File: config.mk
export PLATFORM = sky130hd
export DESIGN_NAME = itx_sequencer
export DESIGN_NICKNAME = d
export VERILOG_FILES = /design/src/itx_pkg.sv /design/src/itx_sequencer.sv
export VERILOG_INCLUDE_DIRS = /design/src
export SDC_FILE = /design/constraint.sdc
export NUM_CORES = 1
export LEC_CHECK = 0
export ABC_AREA = 1
export BUFFER_PORTS_ARGS = -buffer_cell sky130_fd_sc_hd__buf_2
export CAP_MARGIN = 20
export CORE_ASPECT_RATIO = 1.4
export CORE_MARGIN = 4
export CORE_UTILIZATION = 30
export DETAILED_ROUTE_END_ITERATION = 8
export HOLD_SLACK_MARGIN = 0.12
export SLEW_MARGIN = 20
export SYNTH_ARGS = -nofsm -noshare
export SYNTH_HDL_FRONTEND = slang
export SYNTH_SLANG_ARGS = --single-unit
File: constraint.sdc
create_clock -name ref_clk -period 2.28 [get_ports ref_clk]
set_input_delay 0.228 -clock ref_clk [delete_from_list [all_inputs] [get_ports ref_clk]]
set_output_delay 0.228 -clock ref_clk [all_outputs]
set_load 0.005 [all_outputs]
File: src/itx_map.svh
// Offsets, field values, codes and the limit reset value of the
// isochronous transmit sequencer. Included by the package.
`ifndef ITX_MAP_SVH
`define ITX_MAP_SVH

// ----------------------------------------
// Register offsets (byte addresses) and limit reset value
// ----------------------------------------
`define ITX_REG_CTRL 8'h00
`define ITX_REG_PTR 8'h04
`define ITX_REG_EVT 8'h08
`define ITX_REG_LIM 8'h0c
`define ITX_LIM_RST 8'h08

// ----------------------------------------
// Event codes
// ----------------------------------------
`define ITX_EVT_UNDERRUN 5'h04
`define ITX_EVT_DESC_READ 5'h06
`define ITX_EVT_DATA_READ 5'h07
`define ITX_EVT_DATA_WRITE 5'h08
`define ITX_EVT_TCODE 5'h0b
`define ITX_EVT_UNKNOWN 5'h0e
`define ITX_EVT_COMPLETE 5'h11

// ----------------------------------------
// Descriptor fields
// ----------------------------------------
`define ITX_CMD_MORE 4'h0
`define ITX_CMD_LAST 4'h1
`define ITX_CMD_STORE 4'h8
`define ITX_KEY_IMM 3'h2
`define ITX_TCODE_ISO 4'ha
`define ITX_INT_ALWAYS 2'h3
`define ITX_INT_DONE 2'h1
`define ITX_SPD_100 3'h0
`define ITX_SPD_200 3'h1
`define ITX_SPD_400 3'h2
`endif

File: src/itx_pkg.sv
// Types of the isochronous transmit sequencer.
// Assumes itx_map.svh is on the include path.
`include "itx_map.svh"
package itx_pkg;
  typedef enum logic [3:0] {
    ITX_IDLE = 4'b0000, ITX_FETCH = 4'b0001, ITX_DECODE = 4'b0010,
    ITX_STORE = 4'b0011, ITX_HEADER = 4'b0100, ITX_PAYLOAD = 4'b0101,
    ITX_WAIT_TX = 4'b0110, ITX_INTR = 4'b0111, ITX_STATUS = 4'b1000,
    ITX_SKIP = 4'b1001
  } itx_state_t;

  typedef struct packed {
    logic req;
    logic we;
    logic [31:0] addr;
    logic [31:0] wdata;
  } itx_dma_req_t;

  typedef struct packed {
    logic ack;
    logic err;
    logic [31:0] rdata;
  } itx_dma_rsp_t;

  typedef struct packed {
    logic valid;
    logic last;
    logic [31:0] data;
  } itx_queue_t;

  // Serial bus layout of the stream header
  typedef struct packed {
    logic [2:0] spd;
    logic [15:0] len;
    logic [1:0] tag;
    logic [5:0] chan;
    logic [3:0] tcode;
    logic [3:0] sy;
  } itx_hdr_t;

  typedef struct packed {
    itx_state_t state;
    logic go;
    logic newprog;
    logic in_pay;
    logic abn;
    logic done;
    logic fatal;
    logic flush;
    logic hdr_v;
    logic [4:0] evt;
    logic [2:0] idx;
    logic [7:0] skips;
    logic [7:0] lim;
    logic [15:0] cnt;
    logic [31:0] pp;
    logic [31:0] da;
    logic [31:0] skip;
    logic [31:0] baddr;
    logic [7:0][31:0] ram;
    itx_dma_req_t dma;
    itx_queue_t q;
    itx_hdr_t hdr;
    logic wb_ack;
    logic [31:0] wb_dat;
  } itx_st_t;
endpackage : itx_pkg

File: src/itx_sequencer.sv
// Isochronous transmit context sequencer with Wishbone registers.
// Assumes a single-word DMA master port to host memory and a
// link transmitter that drains the queue and reports done/underrun.
//
// Our own choices: the address map and the Wishbone interface to the registers.
`timescale 1ns/10ps
`include "itx_map.svh"

// Function
// - Store value writes zero-extended half to buffer
// - Immediate header copied from work RAM
// - Header final interrupts, continue fetches payload
// - Payload moved; continue repeats, final interrupts
// - Descriptor fetch bus error reports 06h
// - Unprocessable program or long loss reports 0Eh
// - Payload read bus error reports 07h
// - Status or store write error reports 08h
// - Tcode not Ah reports 0Bh, no send
// - Queue underrun during send reports 04h
// - Completed packet reports 11h
// - Event field written; status written when flagged
// - Abnormal: flush, fatal flag when select 11b, pointer, idle
// - Normal: done flag when select 11b/01b
// - Block count zero idles, else branch
// - Bus reset or lost cycle takes skip
// - Transmit error discards packet, takes skip
// - Speed code 000b/001b/010b in header; the code copies any 3-bit value from bits 18:16 unchecked
// - Header tag, channel, tcode, sy, length
// - Header converted to serial bus layout
module itx_sequencer import itx_pkg::*; (
  input wire logic ref_clk,
  input wire logic rst_n,
  input wire logic wb_cyc_i,
  input wire logic wb_stb_i,
  input wire logic wb_we_i,
  input wire logic [7:0] wb_adr_i,
  input wire logic [3:0] wb_sel_i,
  input wire logic [31:0] wb_dat_i,
  output logic [31:0] wb_dat_o,
  output logic wb_ack_o,
  output itx_dma_req_t dma_o,
  input wire itx_dma_rsp_t dma_i,
  output itx_queue_t tq_o,
  input wire logic tq_ready,
  output logic tq_flush,
  output itx_hdr_t link_hdr,
  output logic link_hdr_valid,
  input wire logic link_done,
  input wire logic link_underrun,
  input wire logic bus_reset,
  input wire logic cycle_lost,
  input wire logic [15:0] cycle_timer,
  output logic ctx_active
);
  itx_st_t s;
  itx_st_t n;

  // ----------------------------------------
  // Helpers
  // ----------------------------------------
  function automatic logic [31:0] merge(input logic [31:0] o,
                                        input logic [31:0] d,
                                        input logic [3:0] sel);
    logic [31:0] r;
    r = o;
    for (int b = 0; b < 4; b++) begin
      if (sel[b]) begin
        r[8*b +: 8] = d[8*b +: 8];
      end
    end
    return r;
  endfunction : merge

  function automatic logic [15:0] dec4(input logic [15:0] c);
    return (c > 16'h0004) ? 16'(c - 16'h0004) : 16'h0000;
  endfunction : dec4

  // Completion of a program, normal or not
  function automatic itx_st_t finish(input itx_st_t st);
    itx_st_t r;
    logic [1:0] isel;
    r = st;
    isel = st.ram[0][21:20];
    if (st.abn) begin
      r.flush = 1'b1;
      r.q.valid = 1'b0;
      if (isel == `ITX_INT_ALWAYS) begin
        r.fatal = 1'b1;
      end
      r.pp = st.da;
      r.state = ITX_IDLE;
    end else begin
      if (isel == `ITX_INT_ALWAYS || isel == `ITX_INT_DONE) begin
        r.done = 1'b1;
      end
      if (st.ram[2][3:0] == 4'h0) begin
        r.state = ITX_IDLE;
      end else begin
        r.pp = {st.ram[2][31:4], 4'h0};
        r.da = {st.ram[2][31:4], 4'h0};
        r.newprog = 1'b1;
        r.idx = 3'h0;
        r.skips = 8'h00;
        r.state = ITX_FETCH;
      end
    end
    return r;
  endfunction : finish

  logic [3:0] cmd;
  logic imm;
  logic bus_go;
  logic q_free;
  assign cmd = s.ram[0][31:28];
  assign imm = (s.ram[0][26:24] == `ITX_KEY_IMM);
  assign bus_go = wb_cyc_i & wb_stb_i;
  assign q_free = ~s.q.valid | tq_ready;

  // ----------------------------------------
  // Next state
  // ----------------------------------------
  always_comb begin
    n = s;
    n.flush = 1'b0;
    n.hdr_v = 1'b0;
    if (s.q.valid && tq_ready) begin
      n.q.valid = 1'b0;
    end
    // Ack one cycle after the strobe, dropped the cycle after
    n.wb_ack = bus_go & ~s.wb_ack;
    if (bus_go && !s.wb_ack) begin
      if (wb_adr_i == `ITX_REG_CTRL) begin
        n.wb_dat = {19'h0, s.evt, 6'h0, (s.state != ITX_IDLE), s.go};
      end else if (wb_adr_i == `ITX_REG_PTR) begin
        n.wb_dat = s.pp;
      end else if (wb_adr_i == `ITX_REG_EVT) begin
        n.wb_dat = {30'h0, s.fatal, s.done};
      end else if (wb_adr_i == `ITX_REG_LIM) begin
        n.wb_dat = {24'h0, s.lim};
      end else begin
        n.wb_dat = 32'h0;
      end
    end
    // Writes land on the edge that sees ack high
    if (bus_go && s.wb_ack && wb_we_i) begin
      if (wb_adr_i == `ITX_REG_CTRL) begin
        if (wb_sel_i[0] && wb_dat_i[0]) begin
          n.go = 1'b1;
        end
      end else if (wb_adr_i == `ITX_REG_PTR) begin
        if (s.state == ITX_IDLE) begin
          n.pp = merge(s.pp, wb_dat_i, wb_sel_i);
        end
      end else if (wb_adr_i == `ITX_REG_EVT) begin
        if (wb_sel_i[0]) begin
          n.done = s.done & ~wb_dat_i[0];
          n.fatal = s.fatal & ~wb_dat_i[1];
        end
      end else if (wb_adr_i == `ITX_REG_LIM) begin
        if (wb_sel_i[0]) begin
          n.lim = wb_dat_i[7:0];
        end
      end
    end

    // FSM runs after the bus, so an event flag set beats a clear
    case (s.state)
      ITX_IDLE: begin
        if (s.go) begin
          n.go = 1'b0;
          n.da = s.pp;
          n.newprog = 1'b1;
          n.in_pay = 1'b0;
          n.abn = 1'b0;
          n.skips = 8'h00;
          n.idx = 3'h0;
          n.state = ITX_FETCH;
        end
      end
      ITX_FETCH: begin
        if (!s.dma.req) begin
          n.dma = '{1'b1, 1'b0, 32'(s.da + {27'h0, s.idx, 2'b00}), 32'h0};
        end else if (dma_i.ack) begin
          n.dma.req = 1'b0;
          if (dma_i.err) begin
            n.evt = `ITX_EVT_DESC_READ;
            n.abn = 1'b1;
            n.state = ITX_INTR;
          end else begin
            n.ram[s.idx] = dma_i.rdata;
            n.idx = 3'(s.idx + 3'h1);
            // Immediate descriptors carry four header words more
            if (s.idx == 3'h7 || (s.idx == 3'h3 && !imm)) begin
              n.state = ITX_DECODE;
            end
          end
        end
      end
      ITX_DECODE: begin
        n.newprog = 1'b0;
        if (s.newprog) begin
          n.skip = s.ram[2];
        end
        if (s.newprog && (bus_reset || cycle_lost)) begin
          n.skip = s.ram[2];
          n.state = ITX_SKIP;
        end else if (cmd == `ITX_CMD_STORE && !s.in_pay) begin
          n.state = ITX_STORE;
        end else if (imm && !s.in_pay &&
                     (cmd == `ITX_CMD_MORE || cmd == `ITX_CMD_LAST)) begin
          if (s.ram[4][7:4] != `ITX_TCODE_ISO) begin
            n.evt = `ITX_EVT_TCODE;
            n.state = ITX_SKIP;
          end else begin
            n.cnt = s.ram[0][15:0];
            n.idx = 3'h4;
            n.state = ITX_HEADER;
          end
        end else if (s.in_pay && !imm &&
                     (cmd == `ITX_CMD_MORE || cmd == `ITX_CMD_LAST)) begin
          n.baddr = s.ram[1];
          n.cnt = s.ram[0][15:0];
          n.state = ITX_PAYLOAD;
        end else begin
          n.evt = `ITX_EVT_UNKNOWN;
          n.abn = 1'b1;
          n.state = ITX_INTR;
        end
      end
      ITX_STORE: begin
        if (!s.dma.req) begin
          n.dma = '{1'b1, 1'b1, s.ram[1], {16'h0000, s.ram[0][15:0]}};
        end else if (dma_i.ack) begin
          n.dma.req = 1'b0;
          if (dma_i.err) begin
            n.evt = `ITX_EVT_DATA_WRITE;
            n.abn = 1'b1;
            n.state = ITX_INTR;
          end else begin
            n.da = 32'(s.da + 32'h10);
            n.idx = 3'h0;
            n.state = ITX_FETCH;
          end
        end
      end
      ITX_HEADER: begin
        if (s.cnt == 16'h0) begin
          if (s.ram[0][15:0] != 16'h0) begin
            // Serial layout header for the link
            n.hdr = '{s.ram[4][18:16], s.ram[5][31:16], s.ram[4][15:14],
                      s.ram[4][13:8], s.ram[4][7:4], s.ram[4][3:0]};
            n.hdr_v = 1'b1;
          end
          if (cmd == `ITX_CMD_LAST) begin
            n.state = ITX_WAIT_TX;
          end else begin
            n.in_pay = 1'b1;
            n.da = 32'(s.da + 32'h20);
            n.idx = 3'h0;
            n.state = ITX_FETCH;
          end
        end else if (q_free) begin
          n.q = '{1'b1, (cmd == `ITX_CMD_LAST) && (s.cnt <= 16'h4), s.ram[s.idx]};
          n.idx = 3'(s.idx + 3'h1);
          n.cnt = dec4(s.cnt);
        end
      end
      ITX_PAYLOAD: begin
        if (s.cnt == 16'h0 && !s.dma.req) begin
          if (cmd == `ITX_CMD_LAST) begin
            n.state = ITX_WAIT_TX;
          end else begin
            n.da = 32'(s.da + 32'h10);
            n.idx = 3'h0;
            n.state = ITX_FETCH;
          end
        end else if (!s.dma.req && !s.q.valid) begin
          n.dma = '{1'b1, 1'b0, s.baddr, 32'h0};
        end else if (s.dma.req && dma_i.ack) begin
          n.dma.req = 1'b0;
          if (dma_i.err) begin
            n.evt = `ITX_EVT_DATA_READ;
            n.abn = 1'b1;
            n.state = ITX_INTR;
          end else begin
            n.q = '{1'b1, (cmd == `ITX_CMD_LAST) && (s.cnt <= 16'h4), dma_i.rdata};
            n.baddr = 32'(s.baddr + 32'h4);
            n.cnt = dec4(s.cnt);
          end
        end
      end
      ITX_WAIT_TX: begin
        if (link_done) begin
          n.evt = `ITX_EVT_COMPLETE;
          n.state = ITX_INTR;
        end
      end
      ITX_SKIP: begin
        n.flush = 1'b1;
        n.q.valid = 1'b0;
        n.in_pay = 1'b0;
        n.skips = 8'(s.skips + 8'h1);
        if (s.skips >= s.lim) begin
          n.evt = `ITX_EVT_UNKNOWN;
          n.abn = 1'b1;
          n.state = ITX_INTR;
        end else if (s.skip[3:0] == 4'h0) begin
          n.state = ITX_IDLE;
        end else begin
          n.pp = {s.skip[31:4], 4'h0};
          n.da = {s.skip[31:4], 4'h0};
          n.newprog = 1'b1;
          n.idx = 3'h0;
          n.state = ITX_FETCH;
        end
      end
      ITX_INTR: begin
        // Event field already holds the code
        if (s.ram[0][27]) begin
          n.state = ITX_STATUS;
        end else begin
          n = finish(n);
          // Skip path flushed last cycle; one pulse is enough
          if (s.flush) begin
            n.flush = 1'b0;
          end
        end
      end
      ITX_STATUS: begin
        if (!s.dma.req) begin
          n.dma = '{1'b1, 1'b1, 32'(s.da + 32'hc), {11'h0, s.evt, cycle_timer}};
        end else if (dma_i.ack) begin
          n.dma.req = 1'b0;
          if (dma_i.err) begin
            n.evt = `ITX_EVT_DATA_WRITE;
            n.abn = 1'b1;
          end
          n = finish(n);
        end
      end
      default: begin
        n.state = ITX_IDLE;
      end
    endcase

    // Underrun while a packet is out ends it on the skip path
    if (link_underrun && (s.state == ITX_HEADER || s.state == ITX_PAYLOAD ||
        s.state == ITX_WAIT_TX || (s.state == ITX_FETCH && s.in_pay))) begin
      n.dma.req = 1'b0;
      n.evt = `ITX_EVT_UNDERRUN;
      n.state = ITX_SKIP;
    end
  end

  // ----------------------------------------
  // State register
  // ----------------------------------------
  always_ff @(posedge ref_clk or negedge rst_n) begin
    if (!rst_n) begin
      s <= '0;
      s.state <= ITX_IDLE;
      s.lim <= `ITX_LIM_RST;
    end else begin
      s <= n;
    end
  end

  assign wb_dat_o = s.wb_dat;
  assign wb_ack_o = s.wb_ack;
  assign dma_o = s.dma;
  assign tq_o = s.q;
  assign tq_flush = s.flush;
  assign link_hdr = s.hdr;
  assign link_hdr_valid = s.hdr_v;
  assign ctx_active = (s.state != ITX_IDLE);
endmodule : itx_sequencer

---- Yosys cells after proc, flatten, opt, wreduce, memory -nomap -nowiden ----
Index checks and enable logic that the tools add are counted.
storage, ports and cells
  register bits ........................... 604
  input port bits ......................... 104
  output and inout bits ................... 171
  word-level logic and storage cells ...... 431
operators by class
  add/subtract/negate cells ............... 8
  $lt $le $gt $ge ......................... 5
  equal/unequal tests ..................... 86
  mux-type cells .......................... 207
  bitwise gates (word level) .............. 12
  reduce and logical (&&, ||, !) cells .... 71
operators with widths
  cell              count
  $mux W32          31
  $pmux W256 S3     1
  $mux W604         1
  $mux W599         1
  $mux W256         2
  $mux W436         1
  $pmux W66 S5      1
  $mux W257         1
  $bwmux W256       1
  $pmux W32 S7      1
  $mux W65          3
  $mux W16          12
  $mux W64          3
  $pmux W32 S3      2
  $mux W34          5
  $mux W8           19
  $pmux W33 S4      1
  $pmux W32 S4      1
  $pmux W35 S3      1
  $mux W102         1
  $mux W100         1
  $bmux W32 S3      1
  $demux W32 S3     1
  $mux W4           21
  77 further kinds  276

---- Longest topological paths before layout ----
Gate-level depths: netlist (run 1).
  depth after elaboration ................. 13
  mapped depth ............................ 16
  gate-level depth less buffers ........... 15

---- Least setup slack after synthesis (run 1) ----
No wires, ideal clock.
  path kind ............................... register to register
  start point ............................. register s[571] (netlist bit)
  end point ............................... register s[511] (netlist bit)
  library setup time ...................... 117 ps
  arrival time ............................ 2179 ps
  data required time ...................... 2163 ps
  setup slack ............................. -17 ps
  stages on the path, launching flop included .. 16
  path buffers ............................ 1
  clock period less this slack ............ 2297 ps
  cell sequence ........................... dfstp_2 > inv_1 > ha_1 > nand2_1 > inv_1 > nand2_1 > nand2_1 > nand2_1 > nand3_1 > nand2_1 > nand2_1 > nor2_8 > inv_4 > buf_6 > nand2_1 > nand2_1
between the ends
  longest elaborated chain between the ends .. 3
ends and longest elaborated chain
  element                       RTL line              source
  start, declared               itx_sequencer.sv:55   itx_st_t s;
  start signal, assigned        itx_sequencer.sv:364  s <= n;
  $ge A8 B8 Y1                  itx_sequencer.sv:303  if (s.skips >= s.lim) begin
  $ne A2 B2 Y1 (no line)        n/a
  $reduce_and A16 Y1 (no line)  n/a
Every way passes these cells.
A chain may end at the register's enable or synchronous reset.

---- Final worst setup path (run 1) ----
  start point ............................. register s[603] (netlist bit)
  end point ............................... register s (netlist bit dma_o[53])
between the ends
  longest elaborated chain between the ends .. 3
  elaborated cells on any way between the ends .. 14
  classes of those cells .................. eq/ne: 10; mux: 1; bitwise: 1; reduce/logical: 2
ends and longest elaborated chain
  element                                                     RTL line              source
  $eq A4 B3 Y1, or another cell as far along                  itx_sequencer.sv:167  case (s.state)
  $reduce_bool A4 Y1 (no line), or another cell as far along  n/a
  $reduce_and A7 Y1 (no line)                                 n/a
Parallel ways exist; a longest one is shown, timed or not.

==> results.yml, run 1 <==
worst_hold_path:
  holdPathEnd: "s[543]$_DFF_PN0_"
  hold_depth: 6
  min_path_type: "primary input to register"
  hp-start: "wb_sel_i[2]"
die:
  io_pins: 275
  dieArea_mm2: 0.1199
  rows: 146
  core-area_mm2: 0.1134
  die_h_um: 408.1
  die_w_um: 293.8
  start_util: 0.3024
final_layout:
  fill_cells: 11776
  layout_common_cells: "nand2_1 (1251), dfrtp_1 (585), inv_1 (531)"
  mostFrequentLayoutCell: "nand2_1"
  final_nets: 5447
  area_growth_syn_to_layout_pct: 29.55
  n_antenna_cell: 0
  drive_above_1_share: 0.2102
worst_setup_path:
  cp_max_fo: 20
  path_class: "register to register"
  regToRegSetupSlack_ns: 0.05
  cp_cell_sequence: "buf_4, nor2_4, nand2_2, inv_1, o21ai_1, nor2_1, nand2_2, inv_2, buf_12, nand2_1, nor2_2, buf_4, nor2_1"
  crit_slowest_cell: "dfrtp_1"
  rr_worst_depth: 13
  cp-end-kind: "register"
  cp.arrival_ns: 2.79
  max_stage_delay_ns: 0.40
  start_kind: "register"
  r2r-end: "dma_o[53]$_DFFE_PN0P_"
  required_ns: 2.84
  worstReg2RegStart: "s[603]$_DFFE_PN0P_"
pwr:
  p_int_w: 0.03184
  swShare: 0.4585
  p_seq_frac: 0.296
  p_leak_nw: 21.95
  vdd_drop_max_v: 0.0007155
  total_power_w: 0.05879
  combPwrFrac: 0.495
  p_sw_w: 0.02696
  powerDensity_mw_per_mm2: 1323
  p_clk_frac: 0.209
global_routing:
  grt_pass1_vias: 35312
  grt_pass1_wl_um: 241100
  grt_max_degree: 82
  grt.total_usage: 0.2705
  grt_overflow: 0
  antenna_found_initial: 3
yosys:
  syn_area_mm2: 0.03431
  synth_top_family_by_area: "simple AND/OR/NAND/NOR gates"
  yosys_warnings: 0
  synth_cells: 4708
  synthMuxAreaShare: 0.0003282
  synthSimpleGateAreaFrac: 0.2590
  synth-xor-area-share: 0.009445
  synth_edf_count: 0
  synth_compound_area_frac: 0.1637
  seq_area_frac_synth: 0.4326
  ys_ff_latch: 593
  synthFlopType: "dfrtp_1"
  avgSynthCellArea_um2: 7.287
  synth_fa_ha_area_frac: 0.008607
  ys_types: 57
  synthArstFlopShare: 1.000
sta:
  tightest_slew_ns: 0.5535
  slew_headroom: 0.6271
  finalSetupViolCount: 0
  drv_slew: 0
  fin_hold_ws_ns: 0.1332
  grt_setup_unrepaired: "yes"
  timing.fmax_mhz: 447.6
  finalHoldViolations: 0
  fin_crit_ns: 2.234
  fin_crit_sh: 0.9798
  finalSetupTns_ns: 0
  fin_skew_ns: 0.02569
drt:
  wire_per_inst_um: 24.44
  viasPerCell: 5.324
  wirelength_um: 167400
  drc_errors: 0
  vias: 36467
  drt.antenna.violating_nets: 0
  first_pass_iters: 8
  drt_iter0_drc: 3697
clocking:
  cts_buffers: 66
  clock-sinks: 593
  clk_latency_ns: 0.67
  ctsRootBufferMaster: "clkbuf_16"
  clk_pin_slew_ns: 0.06
  cts_tree: "yes"
  htreeDepth: 3
  cts_buffer_depth: 3
place:
  routabilityCongestion: 1.047
  port_buffers: 263
  hpwl_um: 130700
run_status:
  status: "complete, no violations"
job:
  cap_viol_max_count: 0
[synthesized netlist by cell type, drive strengths merged, types with 2 or more instances]
library cell,n,area [um2]
nand2,1287,4856
dfrtp,592,14810
inv,566,2127
o21ai,406,2043
nor2,347,1366
nand3,341,1732
o22ai,260,1627
buf,243,1644
clkbuf,143,538.0
a21oi,139,695.7
nand4,73,456.7
o211ai,43,322.8
a22oi,35,262.8
a31oi,35,219.0
xor2,34,297.8
nor3,33,180.2
nand3b,24,180.2
ha,22,275.3
o31ai,15,112.6
o21a,11,82.58
nor4,7,50.05
clkinv,6,22.52
o21bai,6,45.04
a22o,5,43.79
nor3b,5,37.54
a211oi,4,30.03
o211a,4,40.04
o2111ai,3,26.28
xnor2,3,26.28
a21boi,2,15.01
o221ai,2,17.52
or2,2,12.51
[cell families (layout without fill, tap and decap cells)]
kind of cell / after synthesis / count (layout)
AND/OR/NAND/NOR: 2121 / 2121
buffers and inverters: 958 / 1610
flip-flops: 593 / 593
AO/OA/AOI/OAI: 974 / 974
adder cells (fa/ha/maj): 23 / 23
other: 1 / 11
XOR/XNOR: 37 / 37
multiplexers: 1 / 1
[worst max path at each step]
stage	from	to	slack, ns	depth (start not counted)
after floorplan	s[571]$_DFFE_PN1P_	s[511]$_DFFE_PN0P_	0.01	15
after global placement	s[560]$_DFFE_PN0P_	dma_o[42]$_DFFE_PN0P_	-0.25	10
after detailed placement	s[560]$_DFFE_PN0P_	dma_o[42]$_DFFE_PN0P_	-0.27	10
after CTS	s[602]$_DFFE_PN0P_	dma_o[53]$_DFFE_PN0P_	-0.004	13
after global routing	s[600]$_DFFE_PN0P_	dma_o[55]$_DFFE_PN0P_	-0.04	14
final	s[603]$_DFFE_PN0P_	dma_o[53]$_DFFE_PN0P_	0.05	13
[sequential cells by signal, indices dropped and copies added, names as in the netlist]
name and cells:
link_hdr 35, cmd 4, tq_o 34, wb_dat_o 32, wb_ack_o 1, link_hdr_valid 1, dma_o 55, tq_flush 1
s 430
[layout make-up]
| class | count | area, um2 | area share |
|---|---|---|---|
| inverters | 572 | 2171 | 0.04884 |
| clock buffers | 88 | 1906 | 0.04287 |
| well taps | 1480 | 1852 | 0.04166 |
| flip-flops and latches | 593 | 14850 | 0.3341 |
| multi-input cells | 3167 | 15700 | 0.3532 |
| repair buffers | 920 | 7447 | 0.1675 |
| clock inverters | 30 | 526.8 | 0.01185 |
[power by group through the flow]
stage                     Clock, W  Combinational, W  Sequential, W
after floorplan                  0            0.0150         0.0160
after global placement           0            0.0270         0.0173
after detailed placement         0            0.0272         0.0174
after CTS                   0.0125            0.0276         0.0172
after global routing        0.0129            0.0312         0.0177
final                       0.0123            0.0291         0.0174
[metrics by stage]
step,worst slack (ns),util,cell area [um2],std cells
finish,0.04597,0.3918,44450,6850
global route,-0.03893,0.3918,44450,6850
CTS,-0.003791,0.3860,43790,6838
detailed placement,-0.2675,0.3546,40230,6618
global placement,-0.2496,0.3546,40230,6618
floorplan,0.01466,-,34350,4718
[metal layers]
metal / GRT usage / up-vias / part of all wire
met5: 0 / - / 0.000078
met4: 0.1927 / 2 / 0.089
li1: - / 16578 / -
met3: 0.04075 / 497 / 0.069
met1: 0.3202 / 17498 / 0.38
met2: 0.4475 / 1892 / 0.47
[worst max-delay path, delay by kind of cell, from the launching register on]
kind,cells,cell delay [ns]
simple gates,7,0.92
buf+inv,5,0.72
flops,1,0.40
compound gates,1,0.08
[repair_timing]
| item | 4_1_cts | 5_1_grt |
|---|---|---|
| gates cloned | 0 | 4 |
| setup buffers | 1 | 8 |
| resized for setup | 29 | 158 |
| pin swaps | 0 | 32 |
| setup endpoints to repair | 53 | 186 |
| hold endpoints to repair | 914 | 0 |
| hold buffers | 101 | 0 |
No activity file was read; power rests on OpenSTA's default activity.
==> inputs of run 2 (changes only) <==
- clock period: 2.28 -> 1.89 ns (I/O delays scaled with it)
==> run 2 against run 1 <==
Register-to-register slack got worse by 0.34 ns. Via count rose by 6.4%. Cell count rose by 6.5%. Highest routed layer unchanged. Non-clock buffer count rose by 431. Sequential cell count did not move. Final area rose by 16%. The flow now finishes with violations (negative setup slack). Combinational power rose by 65%. Sequential share of layout area fell by 4.5 points. Largest power group unchanged.
==> results.yml, run 2 (synthesized netlist as in run 1, its figures left out) <==
run_status:
  status: "finished with violations"
  violations: "negative setup slack"
worst_setup_path:
  max_stage_delay_ns: 0.47
  crit_family: "buffers and inverters"
  cp-end-kind: "register"
  start_kind: "register"
  cp_cell_sequence: "inv_4, nor2_4, buf_6, nand2_2, buf_6, nor2_4, buf_12, inv_4, nor2_4, buf_6, mux2_4"
  required_ns: 2.44
  cp.arrival_ns: 2.73
  regToRegSetupSlack_ns: -0.29
  worstReg2RegStart: "s[600]$_DFFE_PN0P_"
  r2r-end: "s[380]$_DFFE_PN0P_"
  path_class: "register to register"
  crit_slowest_cell: "dfrtp_2"
  cp_max_fo: 7
  rr_worst_depth: 11
  critical_path_buf_inv_count: 6
final_layout:
  layout_common_cells: "nand2_1 (1058), buf_4 (724), dfrtp_1 (574)"
  top_register: "s"
  largest_reg_flops: 430
  utilization: 0.4540
  drive_above_1_share: 0.3435
  area_growth_syn_to_layout_pct: 50.11
  fill_cells: 11158
  mostFrequentLayoutCell: "nand2_1"
  final_nets: 5882
drt:
  wirelength_um: 183000
  wire_per_inst_um: 25.10
  dr_wl_met3_um: 12230
  first_pass_iters: 6
  top_layer: "met5"
  wl_met2_um: 85140
  vias: 38814
  m1WireLength_um: 66620
  viasPerCell: 5.323
  drt.antenna.violating_nets: 0
  drt_iter0_drc: 3686
  drc_errors: 0
die:
  io_pins: 275
  core-area_mm2: 0.1134
  die_h_um: 408.1
  dieArea_mm2: 0.1199
  die_w_um: 293.8
  start_util: 0.3024
  rows: 146
sta:
  fin_ws_ns: -0.2891
  drv_slew: 0
  tightest_slew_ns: 0.5247
  grt_setup_unrepaired: "yes"
  fin_crit_ns: 2.179
  finalSetupViolCount: 540
  fin_crit_sh: 1.153
  fin_skew_ns: 0.03431
  slew_headroom: 0.6498
  finalHoldViolations: 0
  timing.fmax_mhz: 458.9
  finalSetupTns_ns: -87.57
worst_hold_path:
  min_path_type: "primary input to register"
  hold_depth: 7
  holdPathEnd: "s[587]$_DFFE_PN0P_"
  hp-start: "link_done"
place:
  port_buffers: 263
  hpwl_um: 136700
  routabilityCongestion: 1.057
pwr:
  powerDensity_mw_per_mm2: 1618
  p_sw_w: 0.03822
  p_seq_frac: 0.253
  swShare: 0.4586
  vdd_drop_max_v: 0.0008335
  p_int_w: 0.04512
  total_power_w: 0.08333
  combPwrFrac: 0.578
  p_leak_nw: 25.23
  p_clk_frac: 0.169
clocking:
  cts_tree: "yes"
  clk_latency_ns: 0.68
  cts_buffer_depth: 3
  htreeDepth: 3
  cts_buffers: 67
  clk_pin_slew_ns: 0.06
  ctsRootBufferMaster: "clkbuf_16"
  clock-sinks: 593
global_routing:
  grt_pass1_vias: 37549
  grt_max_degree: 72
  grt_pass1_wl_um: 253400
  grt.total_usage: 0.2842
  grt_overflow: 0
  antenna_found_initial: 7
job:
  cap_viol_max_count: 0
==> run 2: cell count changes in the layout (fill, tap and decap cells not counted), moves of 23 or more <==
| cell | previous run | this run |
|---|---|---|
| nand3_1 | 315 | 260 |
| nand2_1 | 1251 | 1058 |
| buf_6 | 16 | 118 |
| o21ai_0 | 369 | 319 |
| inv_1 | 531 | 498 |
| buf_4 | 469 | 724 |
| nor2_4 | 14 | 67 |
| nand2_2 | 34 | 147 |
| nor2_1 | 291 | 238 |
| buf_12 | 67 | 97 |
| o21ai_2 | 6 | 29 |
| nand3_2 | 23 | 63 |
| nand2_4 | 2 | 75 |
==> run 2: cell type report <==
type	instances	area, um2	share of cell area
multi-input combinational	3168	18060	0.3506
sequential	593	14860	0.2886
timing repair buffer	1351	12100	0.2350
inverter	572	2266	0.04400
tap	1480	1852	0.03595
clock buffer	88	1836	0.03564
clock inverter	34	484.2	0.009402
timing repair inverter	2	32.53	0.0006316
antenna	4	10.01	0.0001943
==> run 2: worst reg2reg max path: cells and delay by family (launching register included) <==
family	cells	cell delay, ns
buffers and inverters	6	0.71
flip-flops	1	0.47
multiplexers	1	0.29
AND/OR/NAND/NOR	4	0.57
==> run 2: metal layers <==
| metal | vias up | GRT usage |
|---|---|---|
| met3 | 655 | 0.04162 |
| li1 | 17482 | - |
| met5 | - | 0 |
| met2 | 1911 | 0.4728 |
| met4 | 4 | 0.2158 |
| met1 | 18762 | 0.3296 |
==> run 2: metrics by stage <==
stage / std cells / setup slack [ns] / area (um2) / hold slack [ns]
floorplan: 4718 / -0.07798 / 34540 / -0.1066
global placement: 6894 / -0.6303 / 42620 / 0.1322
detailed placement: 6894 / -0.5611 / 42620 / 0.1322
CTS: 7191 / -0.2561 / 47940 / 0.1268
global route: 7290 / -0.3624 / 51500 / 0.2359
finish: 7292 / -0.2891 / 51500 / 0.2111
==> run 2: power by group through the flow <==
stage | clock [W] | combinational, W | sequential (W)
CTS | 0.0143 | 0.0400 | 0.0208
finish | 0.0141 | 0.0481 | 0.0211
floorplan | 0 | 0.0182 | 0.0193
global placement | 0 | 0.0359 | 0.0209
detailed placement | 0 | 0.0360 | 0.0210
global route | 0.0147 | 0.0506 | 0.0214
==> run 2: worst max path at each step <==
stage	from	end	cells past startpoint	slack (ns)
CTS	s[603]$_DFFE_PN0P_	ctx_active	7	-0.26
global route	s[571]$_DFFE_PN1P_	s[535]$_DFF_PN0_	13	-0.36
finish	s[600]$_DFFE_PN0P_	s[380]$_DFFE_PN0P_	11	-0.29
detailed placement	s[500]$_DFFE_PN0P_	dma_o[53]$_DFFE_PN0P_	11	-0.56
floorplan	s[571]$_DFFE_PN1P_	s[507]$_DFFE_PN0P_	13	-0.08
global placement	s[500]$_DFFE_PN0P_	dma_o[53]$_DFFE_PN0P_	11	-0.63
==> run 2: repair_timing <==
item / in CTS / in global routing
hold buffers: 102 / 0
endpoints found under the hold margin: 952 / 0
setup endpoints to repair: 551 / 555
cloned: 12 / 29
resized for setup: 334 / 699
setup buffers: 62 / 92
pin swaps: 62 / 191
